`src/stdr_pkg.sv`:
```
/*
  constants for the sensor trim and debug register bank: byte offsets on
  the special-function register bus, field positions, reset values.
  assumes an 8-bit address and 8-bit data special-function register bus.
*/
package stdr_pkg;
  // ---------------------------------------------------------------
  // bus and field widths
  // ---------------------------------------------------------------
  localparam int unsigned ADDR_W = 8;
  localparam int unsigned DATA_W = 8;
  localparam int unsigned TRIM_W = 7;   // width of each trim field
  localparam int unsigned CODE_W = 6;   // width of restart test code
  localparam int unsigned BPH_W  = 6;   // breakpoint high bits
  localparam int unsigned BPL_W  = 8;   // breakpoint low byte
  localparam int unsigned BP_W   = 14;  // full breakpoint address

  // ---------------------------------------------------------------
  // register offsets
  // ---------------------------------------------------------------
  localparam logic [7:0] DEBUG_CTRL_OFS  = 8'h84;
  localparam logic [7:0] TEST_CODE_OFS   = 8'h91;
  localparam logic [7:0] BP_HIGH_OFS     = 8'h92;
  localparam logic [7:0] BP_LOW_OFS      = 8'h93;
  localparam logic [7:0] TRIM_BIT11_OFS  = 8'hbe;
  localparam logic [7:0] TRIM_BIT12_OFS  = 8'hbf;
  localparam logic [7:0] AFE_STATUS_OFS  = 8'hc0;

  // ---------------------------------------------------------------
  // field positions
  // ---------------------------------------------------------------
  localparam int unsigned APPLY_BIT      = 7;  // trim apply-enable
  localparam int unsigned UART_EN_BIT    = 7;  // debug serial enable
  localparam int unsigned IRQ_EN_BIT     = 5;  // reset/test pin irq gate
  localparam int unsigned BP_IRQ_EN_BIT  = 4;  // breakpoint irq gate
  localparam int unsigned BG_OK_BIT      = 7;  // bandgap ready
  localparam int unsigned ADC_BUSY_BIT   = 6;  // conversion running
  localparam int unsigned ADC_RES_BIT    = 5;  // conversion result bit

  // ---------------------------------------------------------------
  // reset values
  // ---------------------------------------------------------------
  localparam logic [6:0] TRIM_RST   = 7'h00;
  localparam logic [5:0] CODE_RST   = 6'h00;
  localparam logic [5:0] BPH_RST    = 6'h00;
  localparam logic [7:0] BPL_RST    = 8'h00;
  localparam logic [2:0] STATUS_RST = 3'h0;
  localparam logic [7:0] RDATA_RST  = 8'h00;
endpackage : stdr_pkg

```
`src/stdr_bp_if.sv`:
```
/*
  carrier between the register bank and the breakpoint comparator.
  assumes both ends run on the same clock.
*/
`timescale 1ns/1ps
interface stdr_bp_if;
  import stdr_pkg::*;
  logic [BP_W-1:0] bp_addr;     // breakpoint address from registers
  logic            bp_enable;   // breakpoint interrupt enable
  logic            fetch_valid; // core fetches an instruction
  logic [BP_W-1:0] fetch_addr;  // program counter of that fetch
  logic            hit;         // one-cycle match pulse

  modport bank    (output bp_addr, bp_enable, fetch_valid, fetch_addr,
                   input hit);
  modport matcher (input bp_addr, bp_enable, fetch_valid, fetch_addr,
                   output hit);
endinterface : stdr_bp_if

```
`src/stdr_bp_match.sv`:
```
/*
  breakpoint comparator: pulses hit for one cycle on a fetch whose
  address equals the programmed breakpoint while enabled.
  assumes fetch_valid is high for exactly one cycle per fetch.
*/
`timescale 1ns/1ps
module stdr_bp_match (
  input  wire logic ref_clk,
  input  wire logic rst_n,
  input  wire logic timer_rst,
  stdr_bp_if.matcher bp
);
  import stdr_pkg::*;

  // ---------------------------------------------------------------
  // compare on fetch
  // ---------------------------------------------------------------
  // one pulse per matching fetch, so a loop sitting on the address
  // raises a request on each fetch and never a held level
  always_ff @(posedge ref_clk or negedge rst_n) begin
    if (!rst_n) begin
      bp.hit <= 1'b0;
    end else if (timer_rst) begin
      bp.hit <= 1'b0;
    end else begin
      bp.hit <= bp.bp_enable && bp.fetch_valid &&
                (bp.fetch_addr == bp.bp_addr);
    end
  end
endmodule : stdr_bp_match

```
`src/stdr_regs.sv`:
```
/*
  sensor trim and debug register bank: byte-wide extended registers for
  offset trim of sensor bits 11 and 12, analog front status, debug
  controls, restart test code and program breakpoint.
  assumes the core drives a single-cycle byte write or read strobe with
  address and data synchronous to ref_clk; timer_rst is a synchronous
  one-cycle-or-longer pulse from the watchdog timer.
*/
// Notes on behaviour
// - 0xBE low seven bits hold bit-11 trim
// - 0xBF low seven bits hold bit-12 trim
// - 0xBF bit 7 applies all trim bytes
// - 0xC0 bit 7 shows bandgap ready
// - 0xC0 bit 6 shows conversion busy
// - 0xC0 bit 5 shows result, others zero
// - 0x84 bit 5 gates reset/test pin irq
// - 0x91 six-bit restart test code
// - 0x92/0x93 hold breakpoint bits, reset zero
// - breakpoint is high times 256 plus low
`timescale 1ns/1ps
module stdr_regs (
  input  wire logic                        ref_clk,
  input  wire logic                        rst_n,
  input  wire logic                        timer_rst,
  // special-function register bus
  input  wire logic [stdr_pkg::ADDR_W-1:0] sfr_addr,
  input  wire logic                        sfr_wr,
  input  wire logic                        sfr_rd,
  input  wire logic [stdr_pkg::DATA_W-1:0] sfr_wdata,
  output logic      [stdr_pkg::DATA_W-1:0] sfr_rdata,
  // analog front end state
  input  wire logic                        bandgap_ready_in,
  input  wire logic                        adc_busy_in,
  input  wire logic                        adc_result_in,
  // interrupt source and core fetch
  input  wire logic                        reset_test_irq_in,
  input  wire logic                        fetch_valid,
  input  wire logic [stdr_pkg::BP_W-1:0]   fetch_addr,
  // control outputs
  output logic      [stdr_pkg::TRIM_W-1:0] offset_trim_bit11_field,
  output logic      [stdr_pkg::TRIM_W-1:0] offset_trim_bit12_field,
  output logic                             trim_apply_enable,
  output logic                             debug_uart_enable,
  output logic                             ext_irq_enable,
  output logic                             breakpoint_interrupt_enable,
  output logic      [stdr_pkg::CODE_W-1:0] restart_test_code,
  output logic      [stdr_pkg::BP_W-1:0]   breakpoint_match_address,
  output logic                             external_irq_zero
);
  import stdr_pkg::*;

  // ---------------------------------------------------------------
  // local state
  // ---------------------------------------------------------------
  logic [BPH_W-1:0] breakpoint_high_bits; // address bits 13..8
  logic [BPL_W-1:0] breakpoint_low_byte;  // address bits 7..0
  logic [2:0]       analog_front_status;  // ready, busy, result
  logic             wr_en;                // write not masked by reset
  stdr_bp_if        bp_link ();           // to breakpoint comparator

  // timer reset wins over a write in the same cycle
  assign wr_en = sfr_wr && !timer_rst;

  // ---------------------------------------------------------------
  // trim registers
  // ---------------------------------------------------------------
  // bit 7 of 0xBE is not implemented, write of it is dropped
  always_ff @(posedge ref_clk or negedge rst_n) begin
    if (!rst_n) begin
      offset_trim_bit11_field <= TRIM_RST;
    end else if (timer_rst) begin
      offset_trim_bit11_field <= TRIM_RST;
    end else if (wr_en && sfr_addr == TRIM_BIT11_OFS) begin
      offset_trim_bit11_field <= sfr_wdata[TRIM_W-1:0];
    end
  end

  // apply-enable and bit-12 trim share one byte; software is expected
  // to clear the trim field when it disables, we store what it writes
  always_ff @(posedge ref_clk or negedge rst_n) begin
    if (!rst_n) begin
      offset_trim_bit12_field <= TRIM_RST;
      trim_apply_enable       <= 1'b0;
    end else if (timer_rst) begin
      offset_trim_bit12_field <= TRIM_RST;
      trim_apply_enable       <= 1'b0;
    end else if (wr_en && sfr_addr == TRIM_BIT12_OFS) begin
      offset_trim_bit12_field <= sfr_wdata[TRIM_W-1:0];
      trim_apply_enable       <= sfr_wdata[APPLY_BIT];
    end
  end

  // ---------------------------------------------------------------
  // debug control and test code
  // ---------------------------------------------------------------
  // reserved bits of 0x84 are accepted but kept nowhere
  always_ff @(posedge ref_clk or negedge rst_n) begin
    if (!rst_n) begin
      debug_uart_enable           <= 1'b0;
      ext_irq_enable              <= 1'b0;
      breakpoint_interrupt_enable <= 1'b0;
    end else if (timer_rst) begin
      debug_uart_enable           <= 1'b0;
      ext_irq_enable              <= 1'b0;
      breakpoint_interrupt_enable <= 1'b0;
    end else if (wr_en && sfr_addr == DEBUG_CTRL_OFS) begin
      debug_uart_enable           <= sfr_wdata[UART_EN_BIT];
      ext_irq_enable              <= sfr_wdata[IRQ_EN_BIT];
      breakpoint_interrupt_enable <= sfr_wdata[BP_IRQ_EN_BIT];
    end
  end

  // code survives until the next restart so the core can read it back
  // through its own boot path, not through this bank
  always_ff @(posedge ref_clk or negedge rst_n) begin
    if (!rst_n) begin
      restart_test_code <= CODE_RST;
    end else if (timer_rst) begin
      restart_test_code <= CODE_RST;
    end else if (wr_en && sfr_addr == TEST_CODE_OFS) begin
      restart_test_code <= sfr_wdata[CODE_W-1:0];
    end
  end

  // ---------------------------------------------------------------
  // breakpoint address
  // ---------------------------------------------------------------
  // high and low halves are written separately; a fetch between the
  // two writes compares against a half-updated address
  always_ff @(posedge ref_clk or negedge rst_n) begin
    if (!rst_n) begin
      breakpoint_high_bits <= BPH_RST;
      breakpoint_low_byte  <= BPL_RST;
    end else if (timer_rst) begin
      breakpoint_high_bits <= BPH_RST;
      breakpoint_low_byte  <= BPL_RST;
    end else if (wr_en && sfr_addr == BP_HIGH_OFS) begin
      breakpoint_high_bits <= sfr_wdata[BPH_W-1:0];
    end else if (wr_en && sfr_addr == BP_LOW_OFS) begin
      breakpoint_low_byte <= sfr_wdata;
    end
  end

  // high bits land at 13..8, i.e. high * 256 + low
  assign breakpoint_match_address = {breakpoint_high_bits, breakpoint_low_byte};

  // ---------------------------------------------------------------
  // analog front status and read path
  // ---------------------------------------------------------------
  // sampled every cycle; cleared by both resets so ready and busy read
  // zero until the analog side reports again
  always_ff @(posedge ref_clk or negedge rst_n) begin
    if (!rst_n) begin
      analog_front_status <= STATUS_RST;
    end else if (timer_rst) begin
      analog_front_status <= STATUS_RST;
    end else begin
      analog_front_status <= {bandgap_ready_in, adc_busy_in, adc_result_in};
    end
  end

  // only the status byte reads back; write-only and unmapped read zero
  always_ff @(posedge ref_clk or negedge rst_n) begin
    if (!rst_n) begin
      sfr_rdata <= RDATA_RST;
    end else if (sfr_rd && sfr_addr == AFE_STATUS_OFS) begin
      sfr_rdata <= {analog_front_status, 5'h00};
    end else begin
      sfr_rdata <= RDATA_RST;
    end
  end

  // ---------------------------------------------------------------
  // interrupt request zero
  // ---------------------------------------------------------------
  assign bp_link.bp_addr     = breakpoint_match_address;
  assign bp_link.bp_enable   = breakpoint_interrupt_enable;
  assign bp_link.fetch_valid = fetch_valid;
  assign bp_link.fetch_addr  = fetch_addr;

  stdr_bp_match u_bp_match (
    .ref_clk   (ref_clk),
    .rst_n     (rst_n),
    .timer_rst (timer_rst),
    .bp        (bp_link.matcher)
  );

  // both sources merge onto one request line, each behind its own gate
  always_ff @(posedge ref_clk or negedge rst_n) begin
    if (!rst_n) begin
      external_irq_zero <= 1'b0;
    end else if (timer_rst) begin
      external_irq_zero <= 1'b0;
    end else begin
      external_irq_zero <= (reset_test_irq_in && ext_irq_enable)
                           || bp_link.hit;
    end
  end
endmodule : stdr_regs

```
`config.mk`:
```
export PLATFORM = sky130hd
export DESIGN_NAME = stdr_regs
export DESIGN_NICKNAME = d
export VERILOG_FILES = /design/src/stdr_pkg.sv /design/src/stdr_bp_if.sv /design/src/stdr_bp_match.sv /design/src/stdr_regs.sv
export SDC_FILE = /design/constraint.sdc
export NUM_CORES = 1
export LEC_CHECK = 0
export BUFFER_PORTS_ARGS = -buffer_cell sky130_fd_sc_hd__buf_4
export CAP_MARGIN = 20
export CORE_MARGIN = 8
export CORE_UTILIZATION = 45
export CTS_BUF_LIST = sky130_fd_sc_hd__clkbuf_8
export DETAILED_ROUTE_END_ITERATION = 7
export GPL_TIMING_DRIVEN = 0
export HOLD_SLACK_MARGIN = 0.08
export PLACE_DENSITY = 0.87
export SETUP_SLACK_MARGIN = 0.4
export SLEW_MARGIN = 20
export SYNTH_ARGS = -nofsm -noshare
export SYNTH_HDL_FRONTEND = slang
export SYNTH_HIERARCHICAL = 1
export SYNTH_SLANG_ARGS = --single-unit
```
`constraint.sdc`:
```
create_clock -name ref_clk -period 1 [get_ports ref_clk]
set_input_delay 0.1 -clock ref_clk [delete_from_list [all_inputs] [get_ports ref_clk]]
set_output_delay 0.1 -clock ref_clk [all_outputs]
set_load 0.1 [all_outputs]
```
==> summary.txt <==
Critical path
  • R2r endpoint: u_bp_match/bp.hit
  • Crit path max fanout: 3
  • R2r startpoint: breakpoint_high_bits[4]
  • Worst EP required: 1.19 ns
  • Worst EP arrival: 1.49 ns
  • Crit Path Category: reg -> reg
  • CP Launch Point: breakpoint_high_bits[4]
  • R2r worst-path depth: 3
  • R2R setup slack: -0.30 ns
  • Crit path depth: 3
  • Slowest-stage cell, CP: dfrtp_4
  • Startpoint Class: flip-flop
  • Critical Path End Type: flip-flop
  • WP buf/inv: 0
  • CP peak stage delay: 0.52 ns
  • Setup crit end: u_bp_match/bp.hit
  • Crit path max-delay family: flip-flops
  • CP Cell Sequence: xnor2_2 -> nand4_1 -> nor4_2

STA
  • Final hold slack: -0.2132 ns
  • Slew HR: 0.6135
  • Fin. Hold Viols: 46
  • Tcrit/Tclk final: 1.297
  • Fin crit period: 1.297 ns
  • Endpoints failing setup: 83
  • Max Slew Vio Count: 0
  • Setup TNS: -6.850 ns
  • Peak Freq: 0.7712 GHz
  • Final worst slack: -0.2967 ns
  • Worst-margin pin slew: 0.5798 ns
  • RSZ-0062 raised after global routing: true
  • Clock skew: 0.003179 ns

Floorplan
  • Die Height: 86.71 µm
  • Core box area: 4786 µm²
  • Die area: 7518 µm²
  • Ports: 87
  • Core Rows: 25
  • Horiz. Die Dim: 86.71 µm
  • Starting Density: 0.4701

Placement
  • Port bufs: 81
  • GP Congestion: 0.8784
  • Detail Placement HPWL: 4625 µm
  • Setup slack at placement: -0.5827 ns
  • Placed cells: 340
  • Instance area at placement: 3194 µm²

Pwr
  • Tot Pwr: 3.593 mW
  • VDD IR max: 947.9 µV
  • Net switching power: 923.8 µW
  • LEAKAGE: 1.872 nW
  • Switching share of total power: 0.2571
  • Comb power frac: 0.153
  • Pint: 2.669 mW
  • Clock power share: 0.328
  • Sequential Power Share: 0.519
  • PD cells: 859.6 nW/µm²

Synth
  • Synth Warn #: 6
  • Library cells used by synthesis: 30
  • Cell taking the most area after synthesis: dfrtp_1
  • Post-Syn Instances: 188
  • Largest cells by area after synthesis: dfrtp_1, mux2i_1, nand2b_1
  • Mapped Avg Cell Area: 11.97 µm²
  • Share of the synthesized area in the top cell type: 0.5117
  • Area of the mapped netlist: 2250 µm²
  • Seq/Total Area, Yosys: 0.5117
  • Synth Register Bits: 46

Cells and area
  • Final Cell Area: 4180 µm²
  • Most common cell after layout, fill and taps aside: buf_4
  • Layout Nets: 341
  • Share of cells above drive strength 1: 0.6093
  • Diode count: 0
  • Synth-to-layout area growth: 85.82%
  • Most frequent cells in the layout: buf_4, nand2b_1, buf_12
  • Filler Cells Inserted: 227
  • Final non-filler cell total: 369
  • Core Util, Final: 0.8735
  • Multi-input logic area: 1201 µm²
  • Reg area: 1309 µm²

Route
  • Vias/cell: 5.079
  • DR pass1 iterations: 4
  • Avg WL per Cell: 20.68 µm
  • WL final: 7632 µm
  • DR vias: 1,874
  • Final ANT Viol Nets: 0
  • Initial DRC Count: 68
  • DRC: 0

GRT
  • Antenna violations before repair: 0
  • Largest net degree at the start of global routing: 47
  • Vias in the first global route: 2,073
  • GRT Util Overall: 0.1975
  • First-pass GRT wire length: 11,320 µm
  • Overflow left after global routing: 0

Clock tree
  • Clock tree buffer depth: 2
  • TritonCTS Sinks: 46
  • CTS tree: built
  • Root Driver: clkbuf_8
  • H-tree level count: 2
  • CTS Buf Count: 5
  • Skew-Pair Late Insertion Delay: 0.30 ns
  • Clock-pin slew on the worst setup and hold paths: 0.08 ns

Job
  • Max-cap violation count: 0

Worst hold path
  • HP Class: in -> async

Outcome
  • Failing checks: negative hold slack, negative setup slack
  • Status: finished, violations left
-- cell usage after synthesis --
cell type,number
nor2b_1,3
nor4_4,1
buf_4,5
nor2_1,2
conb_1,1
buf_2,1
or4_1,1
nor3_1,1
mux2i_1,38
or4_4,1
nor4b_1,1
nand4bb_1,1
inv_1,1
nand4_1,4
nand2_1,1
buf_6,1
nand4_2,1
nand2b_1,46
nor4_1,1
nor4bb_1,1
nand3_1,2
nor4_2,1
nand4b_1,2
a21oi_1,1
dfrtp_1,46
and2_1,3
and3b_1,1
clkbuf_1,5
xnor2_1,14
or3_1,1
-- layout make-up --
| cell class | count | share of cell area |
|---|---|---|
| Buffer | 12 | 0.02095 |
| Clock buffer | 6 | 0.01975 |
| Clock inverter | 2 | 0.002993 |
| Inverter | 1 | 0.0008979 |
| Multi-Input combinational cell | 133 | 0.2873 |
| Sequential cell | 46 | 0.3131 |
| Tap cell | 67 | 0.02005 |
| Timing Repair Buffer | 102 | 0.3349 |
-- how the worst min path moves through the flow --
stage / slack, ns / end
final: -0.21 / restart_test_code[2]
after global routing: -0.17 / restart_test_code[4]
after CTS: -0.19 / restart_test_code[2]
after detailed placement: 0.14 / restart_test_code[2]
after global placement: 0.13 / offset_trim_bit11_field[2]
after floorplan: -0.20 / analog_front_status[0]
-- kinds of logic after synthesis --
family / count (synthesis) / synth area share
AND/OR/NAND/NOR: 75 / 0.2269
buffers and inverters: 13 / 0.03393
XOR/XNOR: 14 / 0.05451
flip-flops: 46 / 0.5117
other: 1 / 0.001667
AO/OA/AOI/OAI: 1 / 0.002223
multiplexers: 38 / 0.1691
-- power by group through the flow --
stage	clock network, mW	logic (mW)	registers [mW]
2_1_floorplan	0	0.226	1.92
3_3_place_gp	0	0.449	1.91
3_5_place_dp	0	0.457	1.91
4_1_cts	1.20	0.513	1.87
5_1_grt	1.27	0.583	1.87
6_report	1.18	0.550	1.87
-- sequential cells by signal (all words and copies together) (netlist names) --
register	flops
breakpoint_low_byte	8
debug_uart_enable	1
ext_irq_enable	1
u_bp_match/bp.hit	1
breakpoint_high_bits	6
sfr_rdata	3
external_irq_zero	1
trim_apply_enable	1
analog_front_status	3
restart_test_code	6
breakpoint_interrupt_enable	1
offset_trim_bit12_field	7
offset_trim_bit11_field	7
-- metal layers --
metal | share of wire | routed length, µm | track usage | vias up
li1 | - | - | - | 854
met1 | 0.39 | 3001 | 0.2238 | 954
met2 | 0.54 | 4119 | 0.3590 | 58
met3 | 0.061 | 465 | 0.05955 | 8
met4 | 0.0059 | 45 | 0.03130 | 0
met5 | 0 | 0 | 0 | -
-- timing repair --
item,4_1_cts,5_1_grt
pin swaps,18,10
endpoints found under the hold margin,50,50
gates resized for setup,150,15
gates cloned,0,0
buffers inserted,11,10
setup endpoints to repair,85,85
No activity file was read; power rests on OpenSTA's default activity.
